==> src/hdl/sbst_pkg.sv <==
// Package: constants and types for the SRAM boundary-scan test port
package sbst_pkg;

    // Instruction codes
    localparam logic [2:0] INS_EXTEST = 3'h0;
    localparam logic [2:0] INS_IDREAD = 3'h1;
    localparam logic [2:0] INS_SAMPLEZ = 3'h2;
    localparam logic [2:0] INS_SAMPLE = 3'h4;
    localparam logic [2:0] INS_BYPASS = 3'h7;
    localparam logic [2:0] IR_RESET = INS_IDREAD;
    localparam logic [1:0] IR_CAPT = 2'h1;

    // Register widths
    localparam int IR_W = 3;
    localparam int ID_W = 32;
    localparam int BSR_W = 51;

    // Identification code fields; vendor field is arbitrary
    localparam logic [3:0] ID_REV = 4'h0;
    localparam logic [4:0] ID_DEPTH = 5'h07;
    localparam logic [4:0] ID_WIDTH = 5'h04;
    localparam logic [5:0] ID_PART = 6'h00;
    localparam logic [10:0] ID_VENDOR = 11'h2A5;
    localparam logic [31:0] ID_CODE = {ID_REV, ID_DEPTH, ID_WIDTH, ID_PART,
                                       ID_VENDOR, 1'b1};

    // Consecutive high mode-select edges that force reset
    localparam logic [2:0] RESET_EDGES = 3'h5;

    // Test-access controller states
    typedef enum logic [3:0] {
        ST_RESET = 4'h0, ST_IDLE = 4'h1, ST_SELDR = 4'h2, ST_CAPDR = 4'h3,
        ST_SHDR = 4'h4, ST_EX1DR = 4'h5, ST_PAUDR = 4'h6, ST_EX2DR = 4'h7,
        ST_UPDR = 4'h8, ST_SELIR = 4'h9, ST_CAPIR = 4'hA, ST_SHIR = 4'hB,
        ST_EX1IR = 4'hC, ST_PAUIR = 4'hD, ST_EX2IR = 4'hE, ST_UPIR = 4'hF
    } sbst_state_t;

endpackage

==> src/hdl/sbst_sync.sv <==
// Two-stage synchroniser for pins entering the system clock domain
`timescale 1ns/1ps
module sbst_sync #(
    parameter int W = 1,
    parameter logic [W-1:0] INIT = '0
) (
    // Clock and reset
    input wire logic clk,
    input wire logic arst_n,
    // Data
    input wire logic [W-1:0] d,
    output logic [W-1:0] q
);
    logic [W-1:0] stage1_r;
    logic [W-1:0] stage2_r;

    // First stage feeds only the second
    always_ff @(posedge clk or negedge arst_n) begin
        if (!arst_n) begin
            stage1_r <= INIT;
            stage2_r <= INIT;
        end else begin
            stage1_r <= d;
            stage2_r <= stage1_r;
        end
    end

    assign q = stage2_r;
endmodule // sbst_sync

==> src/hdl/sbst_tap.sv <==
// Boundary-scan test port: controller, instruction and data registers
// Operation
// - Inputs sampled on rising test clock; outputs change on falling edge.
// - Mode select steers controller each rising edge; unconnected reads high.
// - Data-in feeds MSB of selected register; unconnected reads high.
// - Data-out shows LSB of selected register, updated on falling edges.
// - Power-up reset leaves data-out undriven; driven only while shifting.
// - Five high mode-select edges reset the controller, memory unaffected.
// - Exactly one register, picked by instruction, sits in the scan path.
// - Three-bit instruction register shifts during Shift-IR.
// - New instruction takes effect only at Update-IR.
// - Instruction resets to identification read at power-up and reset.
// - Capture-IR loads pattern 01 into the two low bits.
// - One-bit bypass cleared by bypass instruction, shifts in Shift-DR.
// - Boundary register snapshots pins at Capture-DR, shifts in Shift-DR.
// - All-zeros instruction acts as sample but forces outputs high-Z.
// - Sample-high-Z shifts boundary register and forces outputs high-Z.
// - Identification instruction captures hardwired 32-bit code.
// - No preload; Update-DR under sample changes nothing.
// - Port never drives memory values; boundary cells only capture.
// - Code 001 selects identification register.
// - Code 100 selects sample, capturing pins, memory unaffected.
// - Code 111 selects the bypass register.
// - Codes 000 and 010 select boundary register and force high-Z.
`timescale 1ns/1ps
module sbst_tap (
    // System clock and reset
    input wire logic clk,
    input wire logic arst_n,
    // Test pins from the board controller
    input wire logic testClk,
    input wire logic modeSel,
    input wire logic dataIn,
    // Serial data out, three-state form as data plus enable
    output logic dataOut,
    output logic dataOutEn,
    // Memory pin ring to capture
    input wire logic [sbst_pkg::BSR_W-1:0] pinRing,
    // Memory output drivers forced off
    output logic memOutHiZ
);
    logic tckS, tmsS, tdiS;
    logic tckPrev_r, tckPrev_nxt;
    logic rise, fall;
    sbst_pkg::sbst_state_t state_r, state_nxt;
    logic [sbst_pkg::IR_W-1:0] irShift_r, irShift_nxt;
    logic [sbst_pkg::IR_W-1:0] instr_r, instr_nxt;
    logic bypass_r, bypass_nxt;
    logic [sbst_pkg::ID_W-1:0] idShift_r, idShift_nxt;
    logic [sbst_pkg::BSR_W-1:0] bsr_r, bsr_nxt;
    logic [sbst_pkg::BSR_W-1:0] ringS;
    logic [2:0] highCnt_r, highCnt_nxt;
    logic dataOut_r, dataOut_nxt;
    logic dataOutEn_r, dataOutEn_nxt;
    logic hiZ_r, hiZ_nxt;
    logic selBsr, selId, serialLsb;

    // Pins reach logic only through two flops; pull-ups modeled as reset 1
    sbst_sync #(.W(3), .INIT(3'h3)) uSyncPins (
        .clk(clk), .arst_n(arst_n),
        .d({testClk, modeSel, dataIn}), .q({tckS, tmsS, tdiS})
    );
    // Ring is sampled slowly; values that toggle at capture are not assured
    sbst_sync #(.W(sbst_pkg::BSR_W)) uSyncRing (
        .clk(clk), .arst_n(arst_n), .d(pinRing), .q(ringS)
    );

    // Edge detection of the test clock
    assign rise = tckS & ~tckPrev_r;
    assign fall = ~tckS & tckPrev_r;
    assign tckPrev_nxt = tckS;

    // Register routing by instruction; reserved codes fall to bypass
    always_comb begin
        selBsr = (instr_r == sbst_pkg::INS_EXTEST) ||
                 (instr_r == sbst_pkg::INS_SAMPLEZ) ||
                 (instr_r == sbst_pkg::INS_SAMPLE);
        selId = (instr_r == sbst_pkg::INS_IDREAD);
        if (state_r == sbst_pkg::ST_SHIR) begin
            serialLsb = irShift_r[0];
        end else if (selId) begin
            serialLsb = idShift_r[0];
        end else if (selBsr) begin
            serialLsb = bsr_r[0];
        end else begin
            serialLsb = bypass_r;
        end
    end

    // Controller next state, advancing on rising test-clock edges
    always_comb begin
        state_nxt = state_r;
        highCnt_nxt = highCnt_r;
        if (rise) begin
            highCnt_nxt = tmsS ? ((highCnt_r == sbst_pkg::RESET_EDGES) ?
                          highCnt_r : highCnt_r + 3'h1) : 3'h0;
            unique case (state_r)
                sbst_pkg::ST_RESET: state_nxt = tmsS ? sbst_pkg::ST_RESET
                                                     : sbst_pkg::ST_IDLE;
                sbst_pkg::ST_IDLE: state_nxt = tmsS ? sbst_pkg::ST_SELDR
                                                    : sbst_pkg::ST_IDLE;
                sbst_pkg::ST_SELDR: state_nxt = tmsS ? sbst_pkg::ST_SELIR
                                                     : sbst_pkg::ST_CAPDR;
                sbst_pkg::ST_CAPDR: state_nxt = tmsS ? sbst_pkg::ST_EX1DR
                                                     : sbst_pkg::ST_SHDR;
                sbst_pkg::ST_SHDR: state_nxt = tmsS ? sbst_pkg::ST_EX1DR
                                                    : sbst_pkg::ST_SHDR;
                sbst_pkg::ST_EX1DR: state_nxt = tmsS ? sbst_pkg::ST_UPDR
                                                     : sbst_pkg::ST_PAUDR;
                sbst_pkg::ST_PAUDR: state_nxt = tmsS ? sbst_pkg::ST_EX2DR
                                                     : sbst_pkg::ST_PAUDR;
                sbst_pkg::ST_EX2DR: state_nxt = tmsS ? sbst_pkg::ST_UPDR
                                                     : sbst_pkg::ST_SHDR;
                sbst_pkg::ST_UPDR: state_nxt = tmsS ? sbst_pkg::ST_SELDR
                                                    : sbst_pkg::ST_IDLE;
                sbst_pkg::ST_SELIR: state_nxt = tmsS ? sbst_pkg::ST_RESET
                                                     : sbst_pkg::ST_CAPIR;
                sbst_pkg::ST_CAPIR: state_nxt = tmsS ? sbst_pkg::ST_EX1IR
                                                     : sbst_pkg::ST_SHIR;
                sbst_pkg::ST_SHIR: state_nxt = tmsS ? sbst_pkg::ST_EX1IR
                                                    : sbst_pkg::ST_SHIR;
                sbst_pkg::ST_EX1IR: state_nxt = tmsS ? sbst_pkg::ST_UPIR
                                                     : sbst_pkg::ST_PAUIR;
                sbst_pkg::ST_PAUIR: state_nxt = tmsS ? sbst_pkg::ST_EX2IR
                                                     : sbst_pkg::ST_PAUIR;
                sbst_pkg::ST_EX2IR: state_nxt = tmsS ? sbst_pkg::ST_UPIR
                                                     : sbst_pkg::ST_SHIR;
                sbst_pkg::ST_UPIR: state_nxt = tmsS ? sbst_pkg::ST_SELDR
                                                    : sbst_pkg::ST_IDLE;
            endcase
            // Redundant with the graph, but kept as an explicit guarantee
            if (tmsS && highCnt_r >= sbst_pkg::RESET_EDGES - 3'h1) begin
                state_nxt = sbst_pkg::ST_RESET;
            end
        end
    end

    // Shift registers: capture, shift, update; all on rising edges
    always_comb begin
        irShift_nxt = irShift_r;
        instr_nxt = instr_r;
        bypass_nxt = bypass_r;
        idShift_nxt = idShift_r;
        bsr_nxt = bsr_r;
        if (rise) begin
            unique case (state_r)
                sbst_pkg::ST_RESET: instr_nxt = sbst_pkg::IR_RESET;
                sbst_pkg::ST_CAPIR: irShift_nxt = {
                    irShift_r[sbst_pkg::IR_W-1], sbst_pkg::IR_CAPT};
                sbst_pkg::ST_SHIR: irShift_nxt = {tdiS,
                    irShift_r[sbst_pkg::IR_W-1:1]};
                sbst_pkg::ST_UPIR: instr_nxt = irShift_r;
                sbst_pkg::ST_CAPDR: begin
                    if (selId) begin
                        idShift_nxt = sbst_pkg::ID_CODE;
                    end else if (selBsr) begin
                        bsr_nxt = ringS;
                    end else begin
                        bypass_nxt = 1'b0;
                    end
                end
                sbst_pkg::ST_SHDR: begin
                    if (selId) begin
                        idShift_nxt = {tdiS,
                                       idShift_r[sbst_pkg::ID_W-1:1]};
                    end else if (selBsr) begin
                        bsr_nxt = {tdiS, bsr_r[sbst_pkg::BSR_W-1:1]};
                    end else begin
                        bypass_nxt = tdiS;
                    end
                end
                // Update-DR and pauses leave contents alone: no preload
                default: bsr_nxt = bsr_r;
            endcase
        end
    end

    // Outputs move only on falling edges
    always_comb begin
        dataOut_nxt = dataOut_r;
        dataOutEn_nxt = dataOutEn_r;
        hiZ_nxt = hiZ_r;
        if (fall) begin
            dataOut_nxt = serialLsb;
            dataOutEn_nxt = (state_r == sbst_pkg::ST_SHDR) ||
                            (state_r == sbst_pkg::ST_SHIR);
            hiZ_nxt = (instr_r == sbst_pkg::INS_EXTEST) ||
                      (instr_r == sbst_pkg::INS_SAMPLEZ);
        end
    end

    // State registers; reset state mirrors power-up self reset
    always_ff @(posedge clk or negedge arst_n) begin
        if (!arst_n) begin
            tckPrev_r <= 1'b0;
            state_r <= sbst_pkg::ST_RESET;
            highCnt_r <= 3'h0;
            irShift_r <= sbst_pkg::IR_RESET;
            instr_r <= sbst_pkg::IR_RESET;
            bypass_r <= 1'b0;
            idShift_r <= sbst_pkg::ID_CODE;
            bsr_r <= '0;
            dataOut_r <= 1'b0;
            dataOutEn_r <= 1'b0;
            hiZ_r <= 1'b0;
        end else begin
            tckPrev_r <= tckPrev_nxt;
            state_r <= state_nxt;
            highCnt_r <= highCnt_nxt;
            irShift_r <= irShift_nxt;
            instr_r <= instr_nxt;
            bypass_r <= bypass_nxt;
            idShift_r <= idShift_nxt;
            bsr_r <= bsr_nxt;
            dataOut_r <= dataOut_nxt;
            dataOutEn_r <= dataOutEn_nxt;
            hiZ_r <= hiZ_nxt;
        end
    end

    assign dataOut = dataOut_r;
    assign dataOutEn = dataOutEn_r;
    assign memOutHiZ = hiZ_r;

    // Checks
    property p_out_on_fall;
        @(posedge clk) disable iff (!arst_n)
        !fall |=> $stable(dataOut_r) && $stable(dataOutEn_r);
    endproperty
    a_out_on_fall: assert property (p_out_on_fall)
        else $error("data-out moved without a falling edge");

    property p_five_high;
        @(posedge clk) disable iff (!arst_n)
        rise && tmsS && highCnt_r == sbst_pkg::RESET_EDGES - 3'h1 |=>
            state_r == sbst_pkg::ST_RESET;
    endproperty
    a_five_high: assert property (p_five_high)
        else $error("five high mode edges did not reset");

    property p_reset_instr;
        @(posedge clk) disable iff (!arst_n)
        rise && state_r == sbst_pkg::ST_RESET |=>
            instr_r == sbst_pkg::INS_IDREAD;
    endproperty
    a_reset_instr: assert property (p_reset_instr)
        else $error("instruction not restored at reset");

    property p_cap_ir;
        @(posedge clk) disable iff (!arst_n)
        rise && state_r == sbst_pkg::ST_CAPIR |=>
            irShift_r[1:0] == sbst_pkg::IR_CAPT;
    endproperty
    a_cap_ir: assert property (p_cap_ir)
        else $error("capture pattern missing");

    property p_instr_upd;
        @(posedge clk) disable iff (!arst_n)
        $changed(instr_r) |-> $past(state_r) inside
            {sbst_pkg::ST_UPIR, sbst_pkg::ST_RESET};
    endproperty
    a_instr_upd: assert property (p_instr_upd)
        else $error("instruction changed outside update");

    property p_en_shift;
        @(posedge clk) disable iff (!arst_n)
        dataOutEn_r |-> state_r inside {sbst_pkg::ST_SHDR, sbst_pkg::ST_SHIR,
            sbst_pkg::ST_EX1DR, sbst_pkg::ST_EX1IR};
    endproperty
    a_en_shift: assert property (p_en_shift)
        else $error("data-out driven outside shifting");

    property p_id_cap;
        @(posedge clk) disable iff (!arst_n)
        rise && state_r == sbst_pkg::ST_CAPDR && selId |=>
            idShift_r == sbst_pkg::ID_CODE;
    endproperty
    a_id_cap: assert property (p_id_cap)
        else $error("identification code not captured");

    property p_hiz;
        @(posedge clk) disable iff (!arst_n)
        fall && instr_r == sbst_pkg::INS_SAMPLE |=> !memOutHiZ;
    endproperty
    a_hiz: assert property (p_hiz)
        else $error("sample forced outputs off");

    property p_bypass_clr;
        @(posedge clk) disable iff (!arst_n)
        rise && state_r == sbst_pkg::ST_CAPDR &&
            instr_r == sbst_pkg::INS_BYPASS |=> !bypass_r;
    endproperty
    a_bypass_clr: assert property (p_bypass_clr)
        else $error("bypass not cleared");

    c_shift_dr: cover property (@(posedge clk) state_r == sbst_pkg::ST_SHDR);
    c_upd_ir: cover property (@(posedge clk) state_r == sbst_pkg::ST_UPIR);
    c_hiz: cover property (@(posedge clk) memOutHiZ);
    c_pause_dr: cover property (@(posedge clk) state_r == sbst_pkg::ST_PAUDR);
endmodule // sbst_tap
==> config.mk <==
export PLATFORM = sky130hd
export DESIGN_NAME = sbst_tap
export DESIGN_NICKNAME = d
export VERILOG_FILES = /design/src/hdl/sbst_pkg.sv /design/src/hdl/sbst_sync.sv /design/src/hdl/sbst_tap.sv
export SDC_FILE = /design/constraint.sdc
export NUM_CORES = 1
export LEC_CHECK = 0
export BUFFER_PORTS_ARGS = -buffer_cell sky130_fd_sc_hd__buf_2
export CAP_MARGIN = 20
export CORE_ASPECT_RATIO = 0.75
export CORE_UTILIZATION = 45
export CTS_CLUSTER_DIAMETER = 30
export DETAILED_ROUTE_END_ITERATION = 10
export GPL_ROUTABILITY_DRIVEN = 0
export PLACE_DENSITY = 0.63
export SLEW_MARGIN = 20
export SYNTH_ARGS = -nofsm -noshare
export SYNTH_HDL_FRONTEND = slang
export SYNTH_SLANG_ARGS = --single-unit
==> constraint.sdc <==
create_clock -name clk -period 1.8 [get_ports clk]
set_clock_uncertainty 0.1 [all_clocks]
set_input_delay 0.36 -clock clk [delete_from_list [all_inputs] [get_ports clk]]
set_output_delay 0.36 -clock clk [all_outputs]
set_load 0.01 [all_outputs]
-- After elaboration in Yosys (flattened, before gate mapping)
Cells that the tools add are included.
- bits in registers: 209
- output and inout bits: 3
- input port bits: 56
- $add $sub $neg: 1
- $lt $le $gt $ge: 1
- bitwise operators: 5
- muxes and demuxes: 34
- reduce and logical (&&, ||, !) cells: 19
- equality and inequality tests: 28
- operators with widths (operator ; number):
    $mux W51 ; 4
    $pmux W51 S2 ; 1
    $mux W32 ; 2
    $pmux W32 S2 ; 1
    $pmux W4 S12 ; 1
    $eq A4 B4 Y1 const B ; 8
    $mux W4 ; 5
    $ne A2 B2 Y1 const B ; 9
    $eq A4 B3 Y1 const B ; 4
    $mux W3 ; 4
    $pmux W3 S2 ; 2
    $reduce_and A6 Y1 ; 2
    $mux W1 ; 10
    $eq A4 B2 Y1 const B ; 2
    $eq A3 B3 Y1 const B ; 2
    $mux W2 ; 3
    $reduce_and A2 Y1 ; 3
    $reduce_bool A2 Y1 ; 3
    $eq A4 B1 Y1 const B ; 1
    $logic_not A4 Y1 ; 1
    $reduce_and A4 Y1 ; 1
    $reduce_or A2 Y1 ; 2
    $add A3 B1 Y3 const B ; 1
    $eq A3 B1 Y1 const B ; 1
    10 further kinds ; 15

-- Logic depth before layout (Yosys ltp)
- word-level depth: 6
- depth in mapped cells: 7
- depth with buffers taken out: 6

-- Cells and area by module
A second synthesis with hierarchy kept.
- cells, all modules: 591
- area, all modules: 7435.9 µm²
- by module, submodules not included (module ; cells each ; sequential area each (µm²) ; times used ; area an instance (µm²)):
    sbst_tap ; 483 ; 2542.4 ; 1 ; 4728.3
    sbst_sync at uSyncRing ; 102 ; 2552.4 ; 1 ; 2552.4
    sbst_sync at uSyncPins ; 6 ; 155.1 ; 1 ; 155.1

-- Worst setup path before layout
No wires, ideal clock.
- path kind: reg-to-reg
- start point: reg state_r[2]
- end point: reg bypass_r
- stages on the path, launching flop included: 6
- arrival time: 1470 ps
- path slack: 105 ps
- period minus slack after synthesis: 1695 ps
- data required time: 1575 ps
- buffers on the path: 1
- cells stage by stage: dfrtp_1 -> buf_4 -> and3b_2 -> o21ai_1 -> or3_1 -> mux2_4
- longest elaborated chain between the ends: 3
- RTL lines (what ; line ; text):
    start, declared ; sbst_tap.sv:45 ; sbst_pkg::sbst_state_t state_r, state_nxt;
    start signal, assigned ; sbst_tap.sv:196 ; state_r <= sbst_pkg::ST_RESET;
    start signal, assigned ; sbst_tap.sv:208 ; state_r <= state_nxt;
    $eq A4 B2 Y1 or $eq A4 B3 Y1 (tied branches) ; sbst_tap.sv:146 ; unique case (state_r)
    $ne A2 B2 Y1 (no source line) or $reduce_bool A2 Y1 (tied branches) ; n/a ;
    $reduce_and A6 Y1 (no source line) ; n/a ;
    end signal, assigned ; sbst_tap.sv:212 ; bypass_r <= bypass_nxt;
    end, declared ; sbst_tap.sv:48 ; logic bypass_r, bypass_nxt;
Parallel ways exist; a longest one is shown, timed or not.
A chain may end at the register's enable or synchronous reset.

-- Final worst setup path
- start point: reg state_r[1]
- end point: reg bsr_r[46] in the netlist's numbering
- longest elaborated chain between the ends: 3
- RTL lines (what ; line ; text):
    $eq A4 B2 Y1 or $eq A4 B3 Y1 (tied branches) ; sbst_tap.sv:146 ;
    $ne A2 B2 Y1 (no source line) or $reduce_bool A2 Y1 (tied branches) ; n/a ;
    $reduce_and A6 Y1 (no source line) ; n/a ;
    end signal, assigned ; sbst_tap.sv:214 ; bsr_r <= bsr_nxt;
    end, declared ; sbst_tap.sv:50 ; logic [sbst_pkg::BSR_W-1:0] bsr_r, bsr_nxt;
Parallel ways exist; a longest one is shown, timed or not.

==> reports/qor.txt <==
STATUS
--------------------------------------------------------------------------------
Outcome                                                             finished with violations
Violations in the final reports                                     setup timing

STA
--------------------------------------------------------------------------------
Relative slew margins                                                      68.9%
Total count of max-transition violations in the final report                   0
Slew at the pin closest to its max-slew limit                           0.467 ns
TNS Setup                                                             -0.0140 ns
Setup repair after global routing missed its margin                         true
Worst Hold Slack                                                        0.187 ns
Final worst-path setup slack                                          -0.0140 ns
Post-route clock period utilization                                         101%
Clock period minus worst slack                                           1.81 ns
Hold Fails Final Rpt                                                           0
Fmax                                                                   0.551 GHz
# setup viols final                                                            1

PLACE
--------------------------------------------------------------------------------
Count of buffers from port buffering                                          58
HPWL reported at the end of detailed placement                           7.60 mm
Worst-case setup slack after placement                                -0.0572 ns

WORST SETUP PATH
--------------------------------------------------------------------------------
Sort of element at the start of the critical path                       register
Slowest library cell on the worst path                                   dfrtp_2
Worst endpoint data arrival time                                         2.13 ns
Required time at the endpoint of the critical path                       2.11 ns
Critical R2R Launch                                                 state_r[1]$_DFFE_PN0P_
Worst-path maximum fanout                                                     16
Capturing point of the worst reg2reg path                           bsr_r[46]$_DFFE_PN0P_
Delay contributed by the slowest stage of the critical path              0.44 ns
WS Path Type                                                        register to register
Setup slack of the worst register-to-register path                      -0.01 ns
R2r worst-path depth                                                           5
Cell-by-cell trace of the critical path                             nor4b_4 > buf_6 > clkbuf_16 > mux2i_1 > o21ai_1
Crit path capture type                                                  register

GLOBAL ROUTING
--------------------------------------------------------------------------------
Met2 track demand over resource in global routing                          26.2%
Largest net degree at the start of global routing                             63
GRT Max-Usage Layer                                                         met2
Overall track demand over capacity in global routing                       17.0%
Remaining global-route overflow                                                0
Vias in the first global route                                              4764
Wire length of the first global-routing pass                             23.1 mm
Number of antenna violations at the first check in global routing              0
Global-route met1 utilization                                              24.0%
Met3 Usage GRT                                                             4.03%

FLOORPLAN
--------------------------------------------------------------------------------
Chip Width                                                                150 um
I/O pin total                                                                 59
Std cell rows                                                                 40
Die Area                                                              0.0171 mm2
Core outline area                                                     0.0161 mm2
Chip height                                                               113 um
Initial core utilization                                                   46.3%

FINAL LAYOUT
--------------------------------------------------------------------------------
Area Growth Syn to Fin                                                     33.2%
Utilization after layout                                                   61.7%
Final-stage net count                                                        797
Ant diodes                                                                     0
Fraction of final layout cells with drive strength greater than 1          22.9%

PWR
--------------------------------------------------------------------------------
Worst ir drop on vdd                                                  0.000837 V
Internal power contribution                                              10.6 mW
Fraction of power consumed by sequential logic                             40.9%
Part of the total power dissipated in combinational logic                  17.3%
Clock power frac                                                           41.8%
P_sw                                                                     4.01 mW
Sw Ratio                                                                   27.4%
Leakage                                                                  4.46 nW
Total power consumption of the routed design                             14.6 mW
Total power per unit cell area                                       1470 mW/mm2

CTS
--------------------------------------------------------------------------------
Clock tree buffer depth                                                        3
TritonCTS Sinks                                                              209
CTS H-Tree Depth                                                               1
Insertion delay of the later-clocked pin in the worst-skew pair          0.54 ns
Clock-pin slew on the worst setup and hold paths                         0.06 ns
Inserted Clock Buffers                                                        31
TritonCTS clock tree                                                         yes
Cell chosen for the clock root                                         clkbuf_16

SYNTH
--------------------------------------------------------------------------------
Number of storage elements in the synthesis netlist                          209
Post-Syn Area per Cell                                                  12.5 um2
Fraction of synthesized cell area taken by the top area cell type          64.9%
Synth Instances                                                              597
Fraction of registers with async set or reset after synthesis               100%
Synth Flop Type                                                          dfrtp_1
Post-synth top cells                                                dfrtp_1 (193), nand2_1 (115), o21ai_0 (78), mux2i_1 (50), nor2_1 (19)
Share of the yosys chip area belonging to registers                        70.6%
Most repeated cell in the gate-level netlist after synthesis             dfrtp_1
Syn Nets                                                                     655
Mapped Area                                                          0.00744 mm2
Main area contributors after synthesis                              dfrtp_1 (65%), mux2i_1 (6.7%), nand2_1 (5.8%)
Distinct cell type count of the synthesized netlist                           44
Post-synth EDFFs                                                               0
Synth area leader                                                        dfrtp_1
Synthesis warning total                                                        0

DRT
--------------------------------------------------------------------------------
Count of vias placed by the detailed router                                 4797
Final wirelength                                                         13.9 mm
Antenna-violating nets left                                                    0
Average wire per cell in the routed design                               14.2 um
Final routed DRC violation total                                               0
Detail-routed via count per cell                                            4.93
First-pass iteration count of the detailed router                              4
Iteration-0 DRC count of the detailed router                                 224

HOLD PATH
--------------------------------------------------------------------------------
Kind of path behind the tightest hold check                         input port to async pin

RUN
--------------------------------------------------------------------------------
MaxCap Viol Count                                                              0

placed cells by master (no fill, tap or decap), types with 2 or more instances in the layout:
cell,instances
nand2_1,115
nor2b_1,6
clkinv_4,6
mux2_2,2
nor3_1,4
clkbuf_16,34
bufinv_16,4
nor3b_2,3
inv_6,3
buf_12,4
nand2b_1,6
ha_1,2
o22ai_1,3
dlygate4sd3_1,55
nand4_1,2
dfstp_2,15
nor2_1,18
inv_8,2
clkbuf_1,2
buf_2,57
nand3_1,4
o21ai_1,16
a21oi_1,13
buf_4,17
dfrtp_1,190
buf_6,3
dfrtp_2,3
and2_1,2
a31oi_1,2
clkinv_2,5
a22o_1,4
mux2i_1,50
inv_1,7
clkbuf_8,3
clkinvlp_4,2
o21ai_0,75
buf_16,3
cell type report:
type	instances	area, um2
inverter	7	26.3
multi-input combinational	347	2020
clock inverter	23	282
tap	210	263
fill	1204	6160
timing repair buffer	143	1250
sequential	209	5260
clock buffer	35	811
cells by family (layout without fill, tap and decap cells):
logic type,Yosys count,in the layout,share of synthesized area (%)
AOI/OAI and AO/OA,122,122,8.97
xor gates and xnor gates,1,1,0.118
adders and majority gates,2,2,0.336
buffers and inverters,41,208,2.79
DFF,209,209,70.6
muxes,53,53,7.23
and+or+nand+nor,169,169,9.96
how the worst max path moves through the flow:
stage          slack, ns  depth (start not counted)                    from                     to
6_report           -0.01                          5  state_r[1]$_DFFE_PN0P_  bsr_r[46]$_DFFE_PN0P_
5_1_grt            -0.05                          6  state_r[1]$_DFFE_PN0P_   bsr_r[2]$_DFFE_PN0P_
4_1_cts            0.007                          7  state_r[0]$_DFFE_PN0P_   bsr_r[3]$_DFFE_PN0P_
3_5_place_dp       -0.06                          5  state_r[1]$_DFFE_PN0P_  bsr_r[19]$_DFFE_PN0P_
3_3_place_gp        0.06                          5  state_r[1]$_DFFE_PN0P_  bsr_r[26]$_DFFE_PN0P_
2_1_floorplan       0.10                          5  state_r[2]$_DFFE_PN0P_   bypass_r$_DFFE_PN0P_
state kept, by name, summed over array words and instances (netlist names):
register and flops:
uSyncPins.q 3, uSyncPins.stage1_r 3, uSyncRing.q 51, memOutHiZ 1, bypass_r 1, state_r 4, dataOutEn 1, idShift_r 32
dataOut 1, tckPrev_r 1, highCnt_r 3, uSyncRing.stage1_r 51, instr_r 3, irShift_r 3, bsr_r 51
worst max-delay path, delay by kind of cell, from the launching register on:
| family | cells | cell delay (ns) |
|---|---|---|
| AO/OA/AOI/OAI | 1 | 0.10 |
| buffers and inverters | 2 | 0.41 |
| flip-flops | 1 | 0.44 |
| multiplexers | 1 | 0.29 |
| AND/OR/NAND/NOR | 1 | 0.35 |
timing repair:
item,in CTS,in global routing
hold buffers,55,0
endpoints found under the setup margin,37,59
endpoints found under the hold margin,239,0
buffers inserted,6,0
gates resized for setup,7,15
cloned,1,3
pin swaps,3,2
stage by stage:
stage                     cell area, um2  cells
final                               9910    974
after global routing                9910    974
after CTS                           9790    971
after detailed placement            8060    851
after global placement              8060    851
after floorplan                     7440    597
power groups by stage:
stage | Clock (mW) | Sequential, mW | Combinational (mW)
4_1_cts | 6.25 | 5.98 | 2.40
2_1_floorplan | 0 | 5.90 | 1.60
3_5_place_dp | 0 | 6.04 | 2.20
3_3_place_gp | 0 | 6.00 | 2.10
6_report | 6.10 | 5.98 | 2.53
5_1_grt | 6.49 | 6.08 | 2.84
per-layer routing:
layer,part of all wire (%),wire (um)
met1,47,6530
met2,46,6390
met3,4.4,617
met4,2.5,340
met5,0,0
(Power assumes the default switching activity.)
